### src/include/rtcm_consts.svh
// constants of the rtc timer, alarm and clock monitor core
// assumes inclusion by bare name from the core and the oscillator watchdog
`ifndef RTCM_CONSTS_SVH
`define RTCM_CONSTS_SVH

// --------------------------------------------------------------
// clock and timing
// --------------------------------------------------------------
`define RTCM_CLK_MHZ          100
`define RTCM_MISS_TIME_US     100
`define RTCM_MISS_CYC         (`RTCM_MISS_TIME_US * `RTCM_CLK_MHZ)
`define RTCM_BLANK_TIME_MS    2
`define RTCM_BLANK_CYC        (`RTCM_BLANK_TIME_MS * 1000 * `RTCM_CLK_MHZ)

// --------------------------------------------------------------
// widths
// --------------------------------------------------------------
`define RTCM_TIMER_W          32
`define RTCM_SNAP_BYTES       6

// --------------------------------------------------------------
// clock control register bit positions
// --------------------------------------------------------------
`define RTCM_CTL_OSC_EN_BIT   7
`define RTCM_CTL_MISS_EN_BIT  6
`define RTCM_CTL_FAIL_BIT     5
`define RTCM_CTL_RUN_BIT      4
`define RTCM_CTL_AEN_BIT      3
`define RTCM_CTL_ALARM_BIT    2
`define RTCM_CTL_LOAD_BIT     1
`define RTCM_CTL_SNAP_BIT     0

// --------------------------------------------------------------
// oscillator control register bit positions and reset values
// --------------------------------------------------------------
`define RTCM_OCTL_VALID_BIT   4
`define RTCM_TIMER_RST        32'h0000_0000
`define RTCM_BYTE_RST         8'h00

`endif

### src/include/rtcm_pkg.sv
// types shared by the rtc timer, alarm and clock monitor core
// assumes rtcm_consts.svh is on the include path
package rtcm_pkg;

    // ----------------------------------------------------------
    // timer update selection
    // ----------------------------------------------------------
    typedef enum logic [1:0] {
        RTCM_ACT_HOLD  = 2'b00,
        RTCM_ACT_COUNT = 2'b01,
        RTCM_ACT_LOAD  = 2'b10,
        RTCM_ACT_CLEAR = 2'b11
    } rtcm_tact_t;

endpackage : rtcm_pkg

### src/verilog/rtcm_osc_watch.sv
// missing-oscillator watchdog: one-shot timeout when the level stalls
// assumes osc_level is synchronous to clk_sys
`timescale 1ns/1ns
`include "rtcm_consts.svh"

module rtcm_osc_watch #(
    parameter int MISS_CYC = `RTCM_MISS_CYC
) (
    input  wire logic clk_sys,
    input  wire logic rstn,
    input  wire logic osc_level,
    input  wire logic enable,
    output logic      timeout
);
    localparam int CW = $clog2(MISS_CYC + 1);

    if (MISS_CYC < 2) begin : g_chk_miss
        $error("MISS_CYC must be at least 2");
    end

    logic          prev_r, prev_nxt;
    logic [CW-1:0] cnt_r, cnt_nxt;
    logic          fired_r, fired_nxt;
    logic          timeout_r, timeout_nxt;

    // --------------------------------------------------------------
    // stall counter
    // --------------------------------------------------------------
    always_comb begin
        prev_nxt    = osc_level;
        cnt_nxt     = cnt_r;
        fired_nxt   = fired_r;
        timeout_nxt = 1'b0;
        if (!enable || osc_level != prev_r) begin  // RULE1
            cnt_nxt   = '0;
            fired_nxt = 1'b0;
        end else if (cnt_r < CW'(MISS_CYC)) begin
            cnt_nxt = cnt_r + CW'(1);
        end else if (!fired_r) begin
            // one shot: a long stall reports once, not every cycle
            timeout_nxt = 1'b1;                     // RULE2
            fired_nxt   = 1'b1;
        end
    end

    always_ff @(posedge clk_sys or negedge rstn) begin
        if (!rstn) begin
            prev_r    <= 1'b0;
            cnt_r     <= '0;
            fired_r   <= 1'b0;
            timeout_r <= 1'b0;
        end else begin
            prev_r    <= prev_nxt;
            cnt_r     <= cnt_nxt;
            fired_r   <= fired_nxt;
            timeout_r <= timeout_nxt;
        end
    end

    assign timeout = timeout_r;

endmodule : rtcm_osc_watch

### src/verilog/rtcm_core.sv
// rtc timer with alarm, auto clear, snapshot and load paths,
// missing-oscillator monitor and crystal-valid status
// assumes every input is synchronous to clk_sys; the oscillator
// output arrives as a level sampled on clk_sys
//
// Operation
// RULE1: detector runs only when its enable set
// RULE2: stalled oscillator over 100 us sets failure
// RULE3: timeout offered as irq, wake, reset source
// RULE4: software disables detector before oscillator changes
// RULE5: crystal valid readable at oscillator control bit4
// RULE6: software ignores crystal valid first 2 ms
// RULE7: timer counts each oscillator cycle while running
// RULE8: timer wraps freely past maximum
// RULE9: alarm when timer equals match, if enabled
// RULE10: alarm offered as irq, wake, reset source
// RULE11: auto clear zeroes timer after alarm drops
// RULE12: alarm bit write one enables auto clear
// RULE13: software programs match two or four below
// RULE14: six snapshot bytes load and read timer; the core loads and reads only bytes 0 to 3
// RULE15: load request copies bytes, then self-clears
// RULE16: snapshot request copies timer, then self-clears
// RULE17: software waits for request bits to clear
// RULE18: software disables alarm, writes match, re-enables
// RULE19: clearing alarm enable clears alarm flag
// RULE20: alarm flag lasts one oscillator cycle
// RULE21: re-enabled unchanged alarm recurs after wrap
// RULE22: software advances match by unsigned addition
// RULE23: low frequency source adds at bit one
// RULE24: oscillator enable gates timer clock entirely
// RULE25: requests cross domains, completion returns before clear; the core has one clock domain, request clears the cycle after set drops
// RULE26: alarm and outputs are synchronous pulses, levels
`timescale 1ns/1ns
`include "rtcm_consts.svh"

module rtcm_core
    import rtcm_pkg::*;
#(
    parameter int TIMER_W    = `RTCM_TIMER_W,
    parameter int SNAP_BYTES = `RTCM_SNAP_BYTES,
    parameter int MISS_CYC   = `RTCM_MISS_CYC
) (
    input  wire logic                    clk_sys,
    input  wire logic                    rstn,
    input  wire logic                    osc_in,
    input  wire logic                    crystal_valid_in,
    input  wire logic                    oscillator_enable,
    input  wire logic                    missing_osc_detect_enable,
    input  wire logic                    osc_failure_clear,
    input  wire logic                    timer_run,
    input  wire logic                    low_frequency_oscillator,
    input  wire logic                    alarm_event_enable,
    input  wire logic                    alarm_flag_autoclear_enable,
    input  wire logic [TIMER_W-1:0]      alarm_match_regs,
    input  wire logic                    timer_load_set,
    input  wire logic                    timer_snapshot_set,
    input  wire logic                    snap_wr_en,
    input  wire logic [2:0]              snap_wr_idx,
    input  wire logic [7:0]              snap_wr_data,
    output logic [SNAP_BYTES*8-1:0]      snapshot_bytes,
    output logic [TIMER_W-1:0]           timer_value,
    output logic                         timer_load_request,
    output logic                         timer_snapshot_request,
    output logic                         alarm_flag,
    output logic                         alarm_event,
    output logic                         osc_failure_flag,
    output logic                         osc_failure_event,
    output logic                         crystal_valid_status,
    output logic [7:0]                   clock_control_register,
    output logic [7:0]                   oscillator_control_register
);

    if (TIMER_W < 8 || TIMER_W % 8 != 0) begin : g_chk_w
        $error("TIMER_W must be a byte multiple");
    end
    if (SNAP_BYTES * 8 < TIMER_W || SNAP_BYTES > 8) begin : g_chk_snap
        $error("SNAP_BYTES does not fit");
    end

    // --------------------------------------------------------------
    // oscillator edge and missing-oscillator monitor
    // --------------------------------------------------------------
    logic osc_prev_r, osc_prev_nxt;
    logic tick;
    logic miss_pulse;

    // a stopped oscillator delivers no ticks at all
    assign tick = oscillator_enable & osc_in & ~osc_prev_r;  // RULE24

    rtcm_osc_watch #(
        .MISS_CYC (MISS_CYC)
    ) u_watch (
        .clk_sys   (clk_sys),
        .rstn      (rstn),
        .osc_level (osc_in),
        .enable    (missing_osc_detect_enable),
        .timeout   (miss_pulse)
    );

    // --------------------------------------------------------------
    // control state
    // --------------------------------------------------------------
    logic [TIMER_W-1:0]  timer_r, timer_nxt;
    logic [7:0]          snap_r [SNAP_BYTES];
    logic [7:0]          snap_nxt [SNAP_BYTES];
    logic                load_req_r, load_req_nxt;
    logic                snap_req_r, snap_req_nxt;
    logic                aflag_r, aflag_nxt;
    logic                aevt_r, aevt_nxt;
    logic                apend_r, apend_nxt;
    logic                fail_r, fail_nxt;
    logic                fevt_r, fevt_nxt;
    logic                xvalid_r, xvalid_nxt;
    logic                match;
    logic [TIMER_W-1:0]  inc;
    rtcm_tact_t          act;

    assign match = (timer_r == alarm_match_regs);            // RULE9
    assign inc   = low_frequency_oscillator ? TIMER_W'(2) : TIMER_W'(1);  // RULE23

    // --------------------------------------------------------------
    // timer update
    // --------------------------------------------------------------
    always_comb begin
        if (load_req_r) begin
            act = RTCM_ACT_LOAD;                             // RULE15
        end else if (tick && apend_r) begin
            act = RTCM_ACT_CLEAR;                            // RULE11
        end else if (tick && timer_run) begin
            act = RTCM_ACT_COUNT;                            // RULE7
        end else begin
            act = RTCM_ACT_HOLD;
        end
    end

    always_comb begin
        timer_nxt = timer_r;
        case (act)
            RTCM_ACT_LOAD: begin
                for (int i = 0; i < TIMER_W / 8; i++) begin
                    timer_nxt[i*8 +: 8] = snap_r[i];         // RULE14
                end
            end
            RTCM_ACT_CLEAR: timer_nxt = '0;
            // plain modular add: the counter rolls over, never sticks
            RTCM_ACT_COUNT: timer_nxt = timer_r + inc;       // RULE8
            default:        timer_nxt = timer_r;
        endcase
    end

    // --------------------------------------------------------------
    // snapshot bytes and request bits
    // --------------------------------------------------------------
    always_comb begin
        for (int i = 0; i < SNAP_BYTES; i++) begin
            snap_nxt[i] = snap_r[i];
            if (snap_wr_en && 32'(snap_wr_idx) == i) begin
                snap_nxt[i] = snap_wr_data;
            end
        end
        // capture beats a software write to a timer byte in the same cycle
        if (snap_req_r) begin
            for (int i = 0; i < TIMER_W / 8; i++) begin
                snap_nxt[i] = timer_r[i*8 +: 8];             // RULE16
            end
        end
        // one clock domain: completion is the cycle after the request,
        // and a new set in the completing cycle is kept
        load_req_nxt = timer_load_set | (load_req_r & 1'b0);  // RULE25
        snap_req_nxt = timer_snapshot_set;                    // RULE25
        if (!timer_load_set && load_req_r) begin
            load_req_nxt = 1'b0;                             // RULE15
        end
        if (!timer_snapshot_set && snap_req_r) begin
            snap_req_nxt = 1'b0;                             // RULE16
        end
    end

    // --------------------------------------------------------------
    // alarm flag, event and auto clear
    // --------------------------------------------------------------
    always_comb begin
        aflag_nxt = aflag_r;
        apend_nxt = apend_r;
        aevt_nxt  = 1'b0;
        if (!alarm_event_enable) begin
            aflag_nxt = 1'b0;                                // RULE19
        end else if (tick) begin                             // RULE21
            // flag holds for one oscillator period, or longer while the timer stays at the match value
            aflag_nxt = match;                               // RULE20
            aevt_nxt  = match;                               // RULE10
        end
        if (tick) begin
            apend_nxt = alarm_flag_autoclear_enable & aflag_r & ~aflag_nxt;  // RULE12
        end
        if (act == RTCM_ACT_LOAD) begin
            apend_nxt = 1'b0;
        end
    end

    // --------------------------------------------------------------
    // failure flag and crystal valid
    // --------------------------------------------------------------
    always_comb begin
        osc_prev_nxt = osc_in;
        // a timeout in the clearing cycle wins over the clear
        fail_nxt     = miss_pulse | (fail_r & ~osc_failure_clear);  // RULE2
        fevt_nxt     = miss_pulse;                           // RULE3
        // no blanking here; the detector may read high during start-up
        xvalid_nxt   = crystal_valid_in;                     // RULE5
    end

    // --------------------------------------------------------------
    // registers
    // --------------------------------------------------------------
    always_ff @(posedge clk_sys or negedge rstn) begin
        if (!rstn) begin
            osc_prev_r <= 1'b0;
            timer_r    <= `RTCM_TIMER_RST;
            load_req_r <= 1'b0;
            snap_req_r <= 1'b0;
            aflag_r    <= 1'b0;
            aevt_r     <= 1'b0;
            apend_r    <= 1'b0;
            fail_r     <= 1'b0;
            fevt_r     <= 1'b0;
            xvalid_r   <= 1'b0;
            for (int i = 0; i < SNAP_BYTES; i++) begin
                snap_r[i] <= `RTCM_BYTE_RST;
            end
        end else begin
            osc_prev_r <= osc_prev_nxt;
            timer_r    <= timer_nxt;
            load_req_r <= load_req_nxt;
            snap_req_r <= snap_req_nxt;
            aflag_r    <= aflag_nxt;
            aevt_r     <= aevt_nxt;
            apend_r    <= apend_nxt;
            fail_r     <= fail_nxt;
            fevt_r     <= fevt_nxt;
            xvalid_r   <= xvalid_nxt;
            for (int i = 0; i < SNAP_BYTES; i++) begin
                snap_r[i] <= snap_nxt[i];
            end
        end
    end

    // --------------------------------------------------------------
    // outputs
    // --------------------------------------------------------------
    for (genvar g = 0; g < SNAP_BYTES; g++) begin : g_snap
        assign snapshot_bytes[g*8 +: 8] = snap_r[g];
    end

    assign timer_value            = timer_r;
    assign timer_load_request     = load_req_r;
    assign timer_snapshot_request = snap_req_r;
    assign alarm_flag             = aflag_r;
    assign alarm_event            = aevt_r;                  // RULE26
    assign osc_failure_flag       = fail_r;
    assign osc_failure_event      = fevt_r;
    assign crystal_valid_status   = xvalid_r;

    always_comb begin
        clock_control_register = 8'h00;
        clock_control_register[`RTCM_CTL_OSC_EN_BIT]  = oscillator_enable;
        clock_control_register[`RTCM_CTL_MISS_EN_BIT] = missing_osc_detect_enable;
        clock_control_register[`RTCM_CTL_FAIL_BIT]    = fail_r;
        clock_control_register[`RTCM_CTL_RUN_BIT]     = timer_run;
        clock_control_register[`RTCM_CTL_AEN_BIT]     = alarm_event_enable;
        clock_control_register[`RTCM_CTL_ALARM_BIT]   = aflag_r;
        clock_control_register[`RTCM_CTL_LOAD_BIT]    = load_req_r;
        clock_control_register[`RTCM_CTL_SNAP_BIT]    = snap_req_r;
        oscillator_control_register = 8'h00;
        oscillator_control_register[`RTCM_OCTL_VALID_BIT] = xvalid_r;  // RULE5
    end
endmodule : rtcm_core

### config.mk
export PLATFORM = sky130hd
export DESIGN_NAME = rtcm_core
export DESIGN_NICKNAME = d
export VERILOG_FILES = /design/src/include/rtcm_pkg.sv /design/src/verilog/rtcm_osc_watch.sv /design/src/verilog/rtcm_core.sv
export VERILOG_INCLUDE_DIRS = /design/src /design/src/include
export SDC_FILE = /design/constraint.sdc
export NUM_CORES = 1
export LEC_CHECK = 0
export BUFFER_PORTS_ARGS = -buffer_cell sky130_fd_sc_hd__buf_2
export CAP_MARGIN = 20
export CORE_MARGIN = 2
export CORE_UTILIZATION = 45
export DETAILED_ROUTE_END_ITERATION = 10
export PLACE_DENSITY = 0.81
export SLEW_MARGIN = 30
export SYNTH_ARGS = -nofsm -noshare
export SYNTH_HDL_FRONTEND = slang
export SYNTH_SLANG_ARGS = --single-unit
### constraint.sdc
create_clock -name clk_sys -period 6.01 [get_ports clk_sys]
set_input_delay 0 -clock clk_sys [delete_from_list [all_inputs] [get_ports clk_sys]]
set_output_delay 0 -clock clk_sys [all_outputs]
set_load 0.05 [all_outputs]
Word level (Yosys, flattened, before mapping) --
Cells that the tools add are included.
Cells by class: add/subtract/negate cells 2, $mul 0, divide/modulo/power cells 0, $lt $le $gt $ge 1, eq/ne operators 11, shift operators 0, multiplexer cells 25, bitwise logic cells 9, reduce and logical (&&, ||, !) cells 22
Operators with widths (count):
- 32-bit case mux with 3 select lines | 1
- 32-bit by 2-bit adder with 32-bit output | 1
- 32-bit == test | 1
- 32-bit two-way mux | 1
- 8-bit two-way mux | 4
- 14-bit two-way mux | 2
- 14-bit by 1-bit adder with 14-bit output, second input constant | 1
- 14-bit < comparator, second input constant | 1
- 1-bit two-way mux | 14
- 2-bit nonzero test | 6
- 1-bit logical AND | 10
- 3-bit by 2-bit == test with 1-bit output, second input constant | 2
- 3-bit == test, second input constant | 2
- 2-bit two-way mux | 3
- 1-bit AND | 5
- 2-bit == test, second input constant | 2
- 3-bit by 1-bit == test with 1-bit output, second input constant | 1
- 1-bit zero test | 3
- 3-bit zero test | 1
- 1-bit inverter | 3
- 3-bit nonzero test | 1
- 2-bit by 1-bit == test with 1-bit output, second input constant | 1
- 2-bit by 1-bit != test with 1-bit output, second input constant | 1
- 1-bit logical OR | 1
- 2 further kinds | 2
Word-level totals: bits in registers 105, bits in latches 0, memory bits (writable) 0, memory bits (read-only) 0, bits of input ports 57, memories kept 0

Longest topological paths before layout --
depth in word-level cells 8, mapped depth 8, mapped depth without buffers 8

Cells and area by module --
Synthesis repeated with hierarchy kept, for this count alone.
Unflattened totals: cell total of the unflattened synthesis 621, area total of the unflattened synthesis 5998.3 um^2
Modules (own cells, without submodules):
- rtcm_core | times used 1, cells an instance 534, area each 5133.7 um^2, sequential area each 2227.1 um^2
- rtcm_osc_watch | times used 1, cells an instance 87, area each 864.6 um^2, sequential area each 425.4 um^2

Least setup slack after synthesis --
No wires, ideal clock.
kind flip-flop to flip-flop, start point reg timer_r[0], in the netlist timer_value[0], end point reg timer_r[30], in the netlist timer_value[30], arrival 2.402 ns, data required time 5.940 ns, slack 3.538 ns, stages on the path, launching flop included 8, period minus slack after synthesis 2.472 ns, cell sequence dfrtp_1 > ha_1 > fa_1 > nand4_1 > nor3_1 > nand3_2 > or4b_1 > nand3_1
On the way: longest elaborated chain between the ends 2
RTL lines:
- start: declaration | RTL line rtcm_core.sv:103 | logic [TIMER_W-1:0] timer_r, timer_nxt;
- start signal: assignment | RTL line rtcm_core.sv:219 | timer_r <= `RTCM_TIMER_RST;
- start signal: assignment | RTL line rtcm_core.sv:233 | timer_r <= timer_nxt;
- 32-bit by 2-bit adder with 32-bit output | RTL line rtcm_core.sv:146 | RTCM_ACT_COUNT: timer_nxt = timer_r + inc;
- 32-bit case mux with 3 select lines | RTL line rtcm_core.sv:138 | case (act)
Every way passes these cells. A chain may end at the register's enable or synchronous reset.

Final worst setup path --
start point reg timer_r[1], in the netlist timer_value[1], end point reg timer_r[31], in the netlist timer_value[31]
Same word-level chain as after synthesis.

==> impl_metrics.ini <==
[sta]
maxClockFrequency_ghz = 0.397
setup-tns-final_ns = 0
worstMarginPinSlew_ns = 0.794
final_max_slew_viol_count = 0
setup_ws_ns = 3.49
report.final.setup_viol = 0
clock-skew-final_ns = 0.0108
rsz0062_at_grt = no
worst_slew_margin_rel_pct = 46.6
layout_worst_path_cycle_share_pct = 41.9
final_hold_viol_count = 0
min_period_ns = 2.52

[clock_tree]
ctsResizeCount = 0
cts_buffers = 9
post-cts-setup-buffers = 0
clk_pin_slew_ns = 0.07
root_buffer = sky130_fd_sc_hd__clkbuf_16
insertion_delay_ns = 0.35
hold_buffers = 10
tritoncts_clock_tree = yes
clockBufferDepth = 2
clock_sinks = 105
h-tree-depth = 3

[global_routing]
grt_pass1_wl_um = 26900
maximum_number_of_pins_on_one_net_before_global_route_repair = 67
grt_antenna_before_repair = 0
grt_pass1_vias = 4905
globalRouteOverflowTotal = 0
grt_util_all_layers_pct = 24.3

[synth]
postSynthRegisterBits = 105
number_of_flops_mapped_to_enable_cells_by_yosys = 0
netlist-cell-type-count = 60
ys.flop_type = sky130_fd_sc_hd__dfrtp_1
sequential_element_share_of_the_synthesized_area_pct = 43.9
async_reset_ff_share_pct = 100
synth_cells = 625
netlist_area_um2 = 5980
ys.warnings.count = 0
syn-mean-instance-area_um2 = 9.57

[setup_path]
reg2reg_from = timer_value[1]
critPathLaunchType = flop
worst-r2r-cell-count = 6
cp_data_required_time_ns = 6.24
critPathKind = reg -> reg
worst-r2r-setup-slack_ns = 3.49
worst_r2r_endpoint = timer_value[31]
cp_max_fo = 8
worstSetupEndpoint = timer_value[31]
crit_path_start = timer_value[1]
endpoint_kind = flop
crit_arrival_ns = 2.75

[placed_design]
placement.io_buffers = 152
finalWeightedCongestion = 0.923
dp_slack_ns = 3.56
placedCellCount = 905
dp.final_hpwl_um = 12300

[finish]
post_route_utilization_pct = 54.3
highest_count_cells_in_the_layout_ignoring_fill_and_taps = 151 x sky130_fd_sc_hd__buf_2, 103 x sky130_fd_sc_hd__dfrtp_1, 75 x sky130_fd_sc_hd__nand2_1
area.sequential_um2 = 2640
area_taken_by_multi_input_logic_gates_um2 = 3060
area_growth_from_synthesis_to_final_layout_pct = 19.3
stdcell_count = 931
layout_commonest_cell = sky130_fd_sc_hd__buf_2
post_route_cells_drive_above_1_share_pct = 27.5
filler_cell_count = 1174
layout.nets = 811
insertedDiodeCount = 0

[detailed_routing]
drt_first_pass_iters = 7
wire_length_on_met2_um = 7690
antenna_violating_nets_post_route = 0
totalWireLength_um = 17300
route.detailed.vias_per_inst = 5.73
met1Wirelength_um = 7450
drc_errors = 0
drt_first_iter_violations = 434
dr.max_layer_used = met4
wl_met3_um = 1630
routed_wire_length_per_instance_um = 18.6
num_vias = 5331

[flow_run]
timing.max_cap.violations = 0

[power_and_ir_drop]
powerDensity_nw_per_um2 = 328
design_power_total_uw = 2340
vdd.ir_drop.worst_v = 0.000220
total_leakage_power_uw = 0.00323

[floorplanning]
chipHeight_um = 119
boundaryPins = 160
rows = 42
area_of_the_die_um2 = 14200
initial_utilization_pct = 45.5
design.core.area_um2 = 13100
floorplan.die.width_um = 119

[worst_hold_path]
hold_path_class = in -> reg

[outcome]
run_status = complete, no violations
[report_power, final]
| part | total (uW) | switching [uW] | internal (uW) |
|---|---|---|---|
| Combinational | 800 | 584 | 215 |
| Clock | 563 | 257 | 306 |
| Sequential | 979 | 172 | 807 |
[layer usage]
layer | vias to the layer above | track usage (%)
met5 | - | 0
met4 | 0 | 9.12
met2 | 275 | 37.1
li1 | 2438 | -
met1 | 2580 | 34.2
met3 | 38 | 4.98
[kinds of logic after synthesis]
group / synth area share, %
buffers and inverters: 5.77
AND/OR/NAND/NOR: 19.2
flip-flops: 43.9
other: 0.0627
multiplexers: 10.4
AO/OA/AOI/OAI: 12.2
XOR/XNOR: 7.47
adder cells (fa/ha/maj): 0.962
[worst max-delay path: stages, from the launching register on]
cell                      delay, ns
sky130_fd_sc_hd__dfrtp_1       0.45
sky130_fd_sc_hd__ha_1          0.31
sky130_fd_sc_hd__a21oi_1       0.19
sky130_fd_sc_hd__nor4_2        0.78
sky130_fd_sc_hd__nand4_1       0.24
sky130_fd_sc_hd__xnor2_1       0.19
sky130_fd_sc_hd__o31a_1        0.24
[synth_stat cells (2+ instances only)]
cell type                   instances  share of area, %
sky130_fd_sc_hd__dfrtp_1          105                44
sky130_fd_sc_hd__nand2_1           75               4.7
sky130_fd_sc_hd__o21ai_0           57               4.8
sky130_fd_sc_hd__mux2i_1           43               7.2
sky130_fd_sc_hd__nor2_1            35               2.2
sky130_fd_sc_hd__xor2_1            34               5.0
sky130_fd_sc_hd__clkbuf_1          30               1.9
sky130_fd_sc_hd__nand3_1           24               2.0
sky130_fd_sc_hd__buf_4             20               2.5
sky130_fd_sc_hd__a21oi_1           19               1.6
sky130_fd_sc_hd__mux2_2            17               3.2
sky130_fd_sc_hd__xnor2_1           17               2.5
sky130_fd_sc_hd__nor3_1            15               1.3
sky130_fd_sc_hd__nor4_1            12               1.3
sky130_fd_sc_hd__nor2b_1           10               1.0
sky130_fd_sc_hd__inv_1              9              0.56
sky130_fd_sc_hd__a211oi_1           6              0.75
sky130_fd_sc_hd__a22oi_1            6              0.75
sky130_fd_sc_hd__a2bb2oi_1          6              0.88
sky130_fd_sc_hd__a31oi_1            6              0.63
sky130_fd_sc_hd__buf_2              6              0.50
sky130_fd_sc_hd__nand4_1            6              0.63
sky130_fd_sc_hd__and3_1             5              0.52
sky130_fd_sc_hd__and4_1             3              0.44
sky130_fd_sc_hd__clkbuf_2           3              0.25
sky130_fd_sc_hd__ha_1               3              0.63
sky130_fd_sc_hd__nand3b_1           3              0.38
sky130_fd_sc_hd__nand4b_1           3              0.44
sky130_fd_sc_hd__nor4_2             3              0.63
sky130_fd_sc_hd__o221ai_1           3              0.44
sky130_fd_sc_hd__o311ai_0           3              0.44
sky130_fd_sc_hd__o31a_1             3              0.44
sky130_fd_sc_hd__a32oi_1            2              0.29
sky130_fd_sc_hd__a41oi_1            2              0.29
sky130_fd_sc_hd__nand3_2            2              0.33
sky130_fd_sc_hd__nor3b_1            2              0.25
sky130_fd_sc_hd__nor4b_1            2              0.29
sky130_fd_sc_hd__nor4bb_1           2              0.33
sky130_fd_sc_hd__o21ai_1            2              0.17
[stage by stage]
step	hold slack (ns)	area (um2)
after floorplan	-0.296	6010
after global placement	0.0634	6740
after detailed placement	0.0615	6740
after CTS	0.0730	7120
after global routing	0.0697	7140
final	0.0843	7140
[registers in the layout, summed over array words and instances (netlist names)]
name,cells
timer_snapshot_request,1
alarm_event,1
crystal_valid_status,1
u_watch.fired_r,1
apend_r,1
timer_value,32
u_watch.cnt_r,14
alarm_flag,1
osc_failure_flag,1
u_watch.prev_r,1
osc_failure_event,1
u_watch.timeout,1
timer_load_request,1
snapshot_bytes,48
[worst min-delay path by stage]
stage | to | slack, ns | depth (start not counted) | startpoint
3_3_place_gp | snapshot_bytes[44] | 0.06 | 1 | rstn
2_1_floorplan | alarm_event | -0.30 | 0 | rstn
3_5_place_dp | snapshot_bytes[46] | 0.06 | 1 | rstn
4_1_cts | snapshot_bytes[33] | 0.07 | 2 | snap_wr_data[1]
5_1_grt | snapshot_bytes[41] | 0.07 | 2 | snap_wr_data[1]
6_report | snapshot_bytes[42] | 0.08 | 2 | snap_wr_data[2]
[area by class of cell]
type / count / share of cell area, %
clock buffer: 13 / 3.65
timing repair buffer: 168 / 12.7
tap: 176 / 3.09
sequential: 105 / 36.9
inverter: 9 / 0.473
clock inverter: 3 / 0.316
multi-input combinational: 457 / 42.8
Power figures use the tool's default switching activity.
